===== src/rtl/boot_sel_pkg.sv =====
/*
 * constants and state type for the dual-image boot selector.
 * assumes a single 100 MHz clock domain.
 */
package boot_sel_pkg;
    localparam int CLK_PERIOD_NS = 10;
    localparam int FLASH_ADDR_W = 12;
    localparam int DATA_W = 32;
    localparam logic [FLASH_ADDR_W-1:0] IMAGE_WORDS = 12'h0_100;
    localparam logic [FLASH_ADDR_W-1:0] ADDR_ZERO = 12'h0_000;
    localparam logic [FLASH_ADDR_W-1:0] SAMPLE_WAIT = 12'h0_002;
    localparam logic [15:0] CRC_INIT = 16'hFFFF;
    localparam logic [15:0] CRC_POLY = 16'h1021;
    localparam int WDOG_TIME_NS = 100000;
    localparam int WDOG_CYCLES = (WDOG_TIME_NS + CLK_PERIOD_NS - 1) / CLK_PERIOD_NS;
    localparam logic [1:0] CAUSE_NONE = 2'h0;
    localparam logic [1:0] CAUSE_CRC = 2'h1;
    localparam logic [1:0] CAUSE_WDOG = 2'h2;
    localparam logic RESET_IMAGE = 1'b0;

    typedef enum logic [2:0]
    {
        ST_SAMPLE = 3'b000,
        ST_LOAD = 3'b001,
        ST_CHECK = 3'b011,
        ST_USER = 3'b010,
        ST_HALT = 3'b110
    } boot_state_e;
endpackage : boot_sel_pkg


===== src/rtl/dual_image_boot_selector.sv =====
/*
 * dual-image boot selector: picks an image from the jumper, copies it from
 * configuration flash into configuration ram, falls back on crc error or
 * watchdog expiry, records the cause.
 * assumes flash answers reads one cycle after the address.
 */
// Summary of operation
// - jumper open image 0, closed image 1
// - two images in flash, load one
// - copy selected image into configuration ram
// - sample jumper after power-up
// - upgrade register image overrides jumper later
// - on failure configure from other image
// - crc error or watchdog expiry trigger fallback
// - user reads cause and failed image
// - second error halts until reconfig request
// - auto-reconfig restarts after second error
// - status, config or upgrade request restarts
`timescale 1ns/1ps
module dual_image_boot_selector
    import boot_sel_pkg::*;
(
    // clock and reset
    input wire logic clk_in,
    input wire logic reset_n_in,
    // board pins
    input wire logic image_jumper_in,
    input wire logic config_status_line_n_in,
    input wire logic config_request_n_in,
    // user upgrade logic
    input wire logic upgrade_reconfig_request_n_in,
    input wire logic upgrade_image_valid_in,
    input wire logic upgrade_image_in,
    input wire logic auto_reconfig_en_in,
    input wire logic user_wdog_kick_in,
    // configuration flash read port
    output logic [FLASH_ADDR_W:0] flash_addr_out,
    output logic flash_rd_out,
    input wire logic [DATA_W-1:0] flash_data_in,
    input wire logic [15:0] image_crc_in,
    // configuration ram write port
    output logic [FLASH_ADDR_W-1:0] configuration_ram_addr_out,
    output logic [DATA_W-1:0] configuration_ram_data_out,
    output logic configuration_ram_we_out,
    // status
    output logic user_mode_out,
    output logic active_image_out,
    output logic failed_image_out,
    output logic [1:0] error_cause_out,
    output logic halted_out
);
    import boot_sel_pkg::*;

    logic jumper_s, status_n_s, config_n_s;
    boot_state_e state_r, state_nxt;
    logic [FLASH_ADDR_W-1:0] cnt_r, cnt_nxt;
    logic [15:0] crc_r, crc_nxt;
    logic image_r, image_nxt, fallback_r, fallback_nxt, failed_r, failed_nxt;
    logic [1:0] cause_r, cause_nxt;
    logic ovr_valid_r, ovr_valid_nxt, ovr_img_r, ovr_img_nxt;
    logic [16:0] wdog_r, wdog_nxt;
    logic rd_r, rd_nxt, we_r, we_nxt, rd2_r, rd2_nxt;
    logic [FLASH_ADDR_W-1:0] raddr2_r, raddr2_nxt;
    logic user_r, halt_r;
    logic [FLASH_ADDR_W-1:0] waddr_r, waddr_nxt;
    logic [DATA_W-1:0] wdata_r, wdata_nxt;
    logic reconfig_req;

    // pins cross into the clock domain
    sync2 u_sync_jumper (.clk_in(clk_in), .reset_n_in(reset_n_in), .d_in(image_jumper_in),
        .rst_val_in(1'b1), .q_out(jumper_s));
    sync2 u_sync_status (.clk_in(clk_in), .reset_n_in(reset_n_in), .d_in(config_status_line_n_in),
        .rst_val_in(1'b1), .q_out(status_n_s));
    sync2 u_sync_config (.clk_in(clk_in), .reset_n_in(reset_n_in), .d_in(config_request_n_in),
        .rst_val_in(1'b1), .q_out(config_n_s));

    // crc step over one flash word
    function automatic logic [15:0] crc_step(input logic [15:0] c, input logic [DATA_W-1:0] d);
        logic [15:0] r;
        r = c;
        for (int i = DATA_W - 1; i >= 0; i--)
        begin
            r = (r[15] ^ d[i]) ? ((r << 1) ^ CRC_POLY) : (r << 1);
        end
        return r;
    endfunction : crc_step

    // any of the reconfiguration sources
    assign reconfig_req = !status_n_s || !config_n_s || !upgrade_reconfig_request_n_in;

    // next-state logic
    always_comb
    begin
        state_nxt = state_r;
        cnt_nxt = cnt_r;
        crc_nxt = crc_r;
        image_nxt = image_r;
        fallback_nxt = fallback_r;
        failed_nxt = failed_r;
        cause_nxt = cause_r;
        ovr_valid_nxt = ovr_valid_r;
        ovr_img_nxt = ovr_img_r;
        wdog_nxt = wdog_r;
        rd_nxt = 1'b0;
        we_nxt = 1'b0;
        rd2_nxt = rd_r; // flash answers one cycle after the read edge
        raddr2_nxt = faddr_r[FLASH_ADDR_W-1:0];
        waddr_nxt = waddr_r;
        wdata_nxt = wdata_r;
        if (upgrade_image_valid_in)
        begin
            ovr_valid_nxt = 1'b1;
            ovr_img_nxt = upgrade_image_in;
        end
        case (state_r)
            ST_SAMPLE:
            begin
                // wait for the pin synchronisers to settle before sampling
                if (cnt_r != SAMPLE_WAIT)
                    cnt_nxt = cnt_r + 12'h0_001;
                else
                begin
                    // open jumper reads high through the pull-up: image 0
                    image_nxt = ovr_valid_r ? ovr_img_r : !jumper_s;
                    cnt_nxt = ADDR_ZERO;
                    crc_nxt = CRC_INIT;
                    state_nxt = ST_LOAD;
                end
            end
            ST_LOAD:
            begin
                // flash word for cnt is read; word from two counts back written to ram
                rd_nxt = (cnt_r != IMAGE_WORDS);
                if (rd2_r)
                begin
                    we_nxt = 1'b1;
                    waddr_nxt = raddr2_r;
                    wdata_nxt = flash_data_in;
                    crc_nxt = crc_step(crc_r, flash_data_in);
                end
                if (cnt_r != IMAGE_WORDS)
                    cnt_nxt = cnt_r + 12'h0_001;
                else if (!rd_r && !rd2_r)
                    state_nxt = ST_CHECK;
            end
            ST_CHECK:
            begin
                wdog_nxt = 17'(WDOG_CYCLES);
                if (crc_r == image_crc_in)
                    state_nxt = ST_USER;
                else
                begin
                    cause_nxt = CAUSE_CRC;
                    failed_nxt = image_r;
                    if (fallback_r)
                        state_nxt = ST_HALT;
                    else
                    begin
                        fallback_nxt = 1'b1;
                        image_nxt = !image_r;
                        cnt_nxt = ADDR_ZERO;
                        crc_nxt = CRC_INIT;
                        state_nxt = ST_LOAD;
                    end
                end
            end
            ST_USER:
            begin
                wdog_nxt = user_wdog_kick_in ? 17'(WDOG_CYCLES) : wdog_r - 17'h0_0001;
                if (reconfig_req)
                begin
                    fallback_nxt = 1'b0;
                    cnt_nxt = ADDR_ZERO;
                    state_nxt = ST_SAMPLE;
                end
                else if (wdog_r == 17'h0_0000)
                begin
                    cause_nxt = CAUSE_WDOG;
                    failed_nxt = image_r;
                    if (fallback_r)
                        state_nxt = ST_HALT;
                    else
                    begin
                        fallback_nxt = 1'b1;
                        image_nxt = !image_r;
                        cnt_nxt = ADDR_ZERO;
                        crc_nxt = CRC_INIT;
                        state_nxt = ST_LOAD;
                    end
                end
            end
            ST_HALT:
            begin
                if (reconfig_req || auto_reconfig_en_in)
                begin
                    fallback_nxt = 1'b0;
                    cnt_nxt = ADDR_ZERO;
                    state_nxt = ST_SAMPLE;
                end
            end
            default:
                state_nxt = ST_SAMPLE;
        endcase
    end

    // state registers
    always_ff @(posedge clk_in or negedge reset_n_in)
    begin
        if (!reset_n_in)
        begin
            state_r <= ST_SAMPLE;
            cnt_r <= ADDR_ZERO;
            crc_r <= CRC_INIT;
            image_r <= RESET_IMAGE;
            fallback_r <= 1'b0;
            failed_r <= 1'b0;
            cause_r <= CAUSE_NONE;
            ovr_valid_r <= 1'b0;
            ovr_img_r <= 1'b0;
            wdog_r <= 17'h0_0000;
            rd_r <= 1'b0;
            we_r <= 1'b0;
            rd2_r <= 1'b0;
            raddr2_r <= ADDR_ZERO;
            waddr_r <= ADDR_ZERO;
            wdata_r <= '0;
        end
        else
        begin
            state_r <= state_nxt;
            cnt_r <= cnt_nxt;
            crc_r <= crc_nxt;
            image_r <= image_nxt;
            fallback_r <= fallback_nxt;
            failed_r <= failed_nxt;
            cause_r <= cause_nxt;
            ovr_valid_r <= ovr_valid_nxt;
            ovr_img_r <= ovr_img_nxt;
            wdog_r <= wdog_nxt;
            rd_r <= rd_nxt;
            we_r <= we_nxt;
            rd2_r <= rd2_nxt;
            raddr2_r <= raddr2_nxt;
            waddr_r <= waddr_nxt;
            wdata_r <= wdata_nxt;
        end
    end

    // flash address: image bit on top, word index below, registered
    logic [FLASH_ADDR_W:0] faddr_r;
    always_ff @(posedge clk_in or negedge reset_n_in)
    begin
        if (!reset_n_in)
        begin
            faddr_r <= '0;
            user_r <= 1'b0;
            halt_r <= 1'b0;
        end
        else
        begin
            faddr_r <= {image_nxt, cnt_r};
            user_r <= (state_nxt == ST_USER);
            halt_r <= (state_nxt == ST_HALT);
        end
    end

    // outputs, all from flip-flops
    assign flash_addr_out = faddr_r;
    assign flash_rd_out = rd_r;
    assign configuration_ram_addr_out = waddr_r;
    assign configuration_ram_data_out = wdata_r;
    assign configuration_ram_we_out = we_r;
    assign user_mode_out = user_r;
    assign active_image_out = image_r;
    assign failed_image_out = failed_r;
    assign error_cause_out = cause_r;
    assign halted_out = halt_r;

    // checks
    property p_fallback_flip;
        @(posedge clk_in) disable iff (!reset_n_in)
        (state_r == ST_CHECK && crc_r != image_crc_in && !fallback_r) |=> (image_r != $past(image_r));
    endproperty
    a_fallback_flip: assert property (p_fallback_flip) else $error("fallback did not flip image");

    property p_second_halt;
        @(posedge clk_in) disable iff (!reset_n_in)
        (state_r == ST_CHECK && crc_r != image_crc_in && fallback_r) |=> (state_r == ST_HALT);
    endproperty
    a_second_halt: assert property (p_second_halt) else $error("second error did not halt");

    property p_auto;
        @(posedge clk_in) disable iff (!reset_n_in)
        (state_r == ST_HALT && auto_reconfig_en_in) |=> (state_r == ST_SAMPLE);
    endproperty
    a_auto: assert property (p_auto) else $error("auto reconfig did not restart");

    property p_halt_wait;
        @(posedge clk_in) disable iff (!reset_n_in)
        (state_r == ST_HALT && !reconfig_req && !auto_reconfig_en_in) |=> (state_r == ST_HALT);
    endproperty
    a_halt_wait: assert property (p_halt_wait) else $error("left halt without request");

    property p_req;
        @(posedge clk_in) disable iff (!reset_n_in)
        (state_r == ST_USER && reconfig_req) |=> (state_r == ST_SAMPLE);
    endproperty
    a_req: assert property (p_req) else $error("reconfig request ignored");

    property p_jumper;
        @(posedge clk_in) disable iff (!reset_n_in)
        (state_r == ST_SAMPLE && cnt_r == SAMPLE_WAIT && !ovr_valid_r) |=> (image_r == !$past(jumper_s));
    endproperty
    a_jumper: assert property (p_jumper) else $error("jumper image wrong");

    property p_override;
        @(posedge clk_in) disable iff (!reset_n_in)
        (state_r == ST_SAMPLE && cnt_r == SAMPLE_WAIT && ovr_valid_r) |=> (image_r == $past(ovr_img_r));
    endproperty
    a_override: assert property (p_override) else $error("override ignored");

    property p_write_follows_read;
        @(posedge clk_in) disable iff (!reset_n_in)
        (rd2_r && state_r == ST_LOAD) |=> we_r;
    endproperty
    a_write_follows_read: assert property (p_write_follows_read) else $error("ram write missing");

    property p_wdog_cause;
        @(posedge clk_in) disable iff (!reset_n_in)
        (state_r == ST_USER && !reconfig_req && wdog_r == 17'h0_0000) |=> (error_cause_out == CAUSE_WDOG);
    endproperty
    a_wdog_cause: assert property (p_wdog_cause) else $error("watchdog cause missing");
endmodule : dual_image_boot_selector


===== src/rtl/sync2.sv =====
/*
 * two-flop synchroniser for one level.
 * assumes d_in is asynchronous to clk_in.
 */
`timescale 1ns/1ps
module sync2
(
    // clock and reset
    input wire logic clk_in,
    input wire logic reset_n_in,
    // data
    input wire logic d_in,
    input wire logic rst_val_in,
    output logic q_out
);
    logic meta_r;

    // two stages, first stage only feeds the second
    always_ff @(posedge clk_in or negedge reset_n_in)
    begin
        if (!reset_n_in)
        begin
            meta_r <= 1'b1;
            q_out <= 1'b1;
        end
        else
        begin
            meta_r <= d_in;
            q_out <= meta_r;
        end
    end
endmodule : sync2


===== config.mk =====
export PLATFORM = sky130hd
export DESIGN_NAME = dual_image_boot_selector
export DESIGN_NICKNAME = d
export VERILOG_FILES = /design/src/rtl/boot_sel_pkg.sv /design/src/rtl/dual_image_boot_selector.sv /design/src/rtl/sync2.sv
export SDC_FILE = /design/constraint.sdc
export NUM_CORES = 1
export LEC_CHECK = 0
export ABC_AREA = 1
export BUFFER_PORTS_ARGS = -buffer_cell sky130_fd_sc_hd__buf_2
export CAP_MARGIN = 20
export CORE_UTILIZATION = 57
export CTS_BUF_LIST = sky130_fd_sc_hd__clkbuf_4 sky130_fd_sc_hd__clkbuf_8 sky130_fd_sc_hd__clkbuf_16
export CTS_CLUSTER_SIZE = 40
export DETAILED_ROUTE_END_ITERATION = 10
export PLACE_DENSITY = 0.81
export SLEW_MARGIN = 20
export SYNTH_ARGS = -nofsm -noshare
export SYNTH_HDL_FRONTEND = slang
export SYNTH_SLANG_ARGS = --single-unit

===== constraint.sdc =====
create_clock -name clk_in -period 2.6 [get_ports clk_in]
set_clock_uncertainty 0.15 [all_clocks]
set_input_delay 0.52 -clock clk_in [delete_from_list [all_inputs] [get_ports clk_in]]
set_output_delay 0.52 -clock clk_in [all_outputs]
set_load 0.03 [all_outputs]

==> flow_summary.json <==
{
  "wl_met3_mm": 1.707,
  "power_w": 0.007110,
  "synth-seq-cells": 134,
  "relSlewSlack": 0.5727,
  "netlist_instances": 907,
  "gr-total-overflow": 0,
  "grt_antenna_before_repair": 0,
  "required_ns": 2.83,
  "h-tree-depth": 4,
  "synthArstFlopShare": 1.000,
  "hold_class": "input pin to flip-flop",
  "postRouteAntennaNets": 0,
  "top_layer_used": "met4",
  "cts.path.max_buffers": 2,
  "whs_path_depth": 1,
  "dr_wl_met2_mm": 11.49,
  "cts_root_buffer": "clkbuf_16",
  "avgSynthCellArea_um2": 8.000,
  "final_nets": 1201,
  "regToRegSetupSlack_ns": -0.27,
  "final_max_slew_viol_count": 0,
  "start_util": 0.5942,
  "dpl_worst_slack_ns": -0.1930,
  "grt_pass1_wl_mm": 31.48,
  "fmax_mhz": 348.3,
  "fin_crit_ns": 2.871,
  "drt_iter0_markers": 752,
  "violations": "negative setup slack",
  "portBuffers": 122,
  "crit_arrival_ns": 3.10,
  "finalHoldViolations": 0,
  "cellLeakagePower_nw": 5.284,
  "die_area_mm2": 0.01318,
  "yosysSeqAreaShare": 0.4659,
  "synth_area_leader_cell": "dfrtp_1",
  "grt_max_degree": 62,
  "period_share": 1.104,
  "final_area_mm2": 0.01021,
  "synth.distinct_cells": 45,
  "synth.area.top_cells": "dfrtp_1, nand2_1, dfstp_2",
  "yosysMostFrequentCell": "nand2_1",
  "grtUsageTotal": 0.3142,
  "crit_type": "flip-flop to flip-flop",
  "end_kind": "flip-flop",
  "tightest_slew_ns": 0.6409,
  "drive_gt1_frac": 0.3901,
  "dp_hpwl_mm": 13.68,
  "vias": 7407,
  "io_pins": 123,
  "path_clk_slew_ns": 0.06,
  "die_x_um": 114.8,
  "die_y_um": 114.8,
  "synth_nets": 970,
  "vias_per_cell": 5.616,
  "ys_dominant_reg_cell": "dfrtp_1",
  "yosys-top-cells-count": "nand2_1, inv_1, dfrtp_1",
  "drv_cap": 0,
  "diodes": 0,
  "rows": 40,
  "worstSkewPairLatency_ns": 0.43,
  "drt-total-wl_mm": 23.63,
  "fp.coreArea_mm2": 0.01221,
  "yosysTopAreaCellShare": 0.3863,
  "setup_tns_ns": -4.254,
  "yosys_warnings": 0,
  "wl_per_cell_um": 17.92,
  "run_status": "finished, violations left",
  "irDropWorstVdd_mv": 0.7944,
  "setup_ws_ns": -0.2708,
  "synthToLayoutAreaGrowth_pct": 40.75,
  "grt_pass1_vias": 6707,
  "numCtsBuffers": 17,
  "crit_fanout": 4,
  "place_congestion": 0.9337,
  "post-route-drc-count": 0,
  "report.final.setup_viol": 28,
  "clock_sinks": 134,
  "drtPass1Iterations": 5,
  "rsz0062_at_grt": "true",
  "critPathLaunchType": "flip-flop",
  "synth_edf_count": 0,
  "placed_cell_area_mm2": 0.008667,
  "fillers": 693,
  "met1_length_mm": 8.831,
  "cts_tree": "yes",
  "synth_area_mm2": 0.007256,
  "reg2regPathDepth": 19,
  "p_per_area_mw_per_mm2": 696.3
}
metal layers:
metal,vias to the layer above,track usage
li1,3332,-
met2,411,0.5325
met1,3535,0.3778
met3,129,0.06484
met4,0,0.1706
met5,-,0
where the power goes:
part	internal, W	switching, W
Clock	0.00156	0.00101
Combinational	0.000853	0.00132
Sequential	0.00225	0.000114
Total	0.00467	0.00244
per-stage QoR:
step	utilization	instances	hold slack, ns
6_report	0.8363	1319	0.03787
2_1_floorplan	-	907	0.07441
3_5_place_dp	0.7097	1265	0.1973
4_1_cts	0.7797	1304	0.03546
5_1_grt	0.8363	1319	0.02714
3_3_place_gp	0.7097	1265	0.1959
worst paths after layout:
kind,from,endpoint
min in group asynchronous,reset_n_in,configuration_ram_we_out$_DFF_PN0_
worst max register to register,crc_r[14]$_DFFE_PN1P_,crc_r[5]$_DFFE_PN1P_
worst min-delay path,config_status_line_n_in,u_sync_status.meta_r$_DFF_PN1_
worst max-delay path,crc_r[14]$_DFFE_PN1P_,crc_r[5]$_DFFE_PN1P_
max in group asynchronous,reset_n_in,u_sync_status.q_out$_DFF_PN1_
worst min register to register,u_sync_status.meta_r$_DFF_PN1_,u_sync_status.q_out$_DFF_PN1_
cells by family after synthesis:
logic type	Yosys count	synth area share
compound gates	87	0.07019
simple gates	479	0.3028
flops	134	0.4659
xor+xnor	62	0.07691
mux	1	0.001552
buf+inv	139	0.07398
fa+ha+maj	5	0.008622
placed cells by master (no fill, tap or decap), types with 6 or more instances in the layout:
cell	n
dfstp_2	22
nor2_1	51
o21ai_0	38
o21ai_1	9
xnor2_1	13
a21oi_1	6
nand2_1	214
xor2_4	7
nand3_1	65
clkbuf_16	17
xor2_1	27
buf_4	86
buf_6	13
nand4_1	8
buf_2	121
nor3_1	8
dfrtp_1	112
nand3_2	21
inv_6	8
nand2_4	39
nand2_2	44
o22ai_1	7
inv_1	108
inv_2	14
xor2_2	9
final cells by class:
class                           count  area [um^2]  area share
Multi-Input combinational cell    634         4038      0.3954
Sequential cell                   134         3381      0.3310
Timing Repair Buffer              225         1483      0.1452
Inverter                          126        478.0     0.04680
Clock buffer                       18        439.2     0.04300
Tap cell                          168        210.2     0.02058
Clock inverter                     14        183.9     0.01801
state kept, by name (all words and copies together), names as in the netlist, 2 cells and up, named ones only:
register,cells
configuration_ram_addr_out,12
configuration_ram_data_out,32
flash_addr_out,12
error_cause_out,2
cnt_r,12
crc_r,16
wdog_r,17
raddr2_r,12
state_r,3
what timing repair did:
action / 4_1_cts / 5_1_grt
setup endpoints to repair: 25 / 32
buffers inserted: 6 / 15
endpoints found under the hold margin: 34 / 0
hold buffers: 1 / 0
resized for setup: 40 / 134
pin swaps: 15 / 55
critical path, stage by stage (launching register included):
cell	delay [ns]
dfstp_2	0.60
inv_2	0.06
nand2_2	0.08
nand2_2	0.09
inv_1	0.13
nand2_2	0.12
nand2_4	0.12
buf_4	0.11
nand2_1	0.07
nand2_2	0.10
nand3_1	0.11
nand3_1	0.14
nand3_1	0.12
nand2_1	0.17
nand3_4	0.12
nand3_1	0.13
nand3_1	0.12
nand3_1	0.12
nand2_1	0.09
inv_1	0.07
Note: power is estimated with default switching activity, not from simulation.
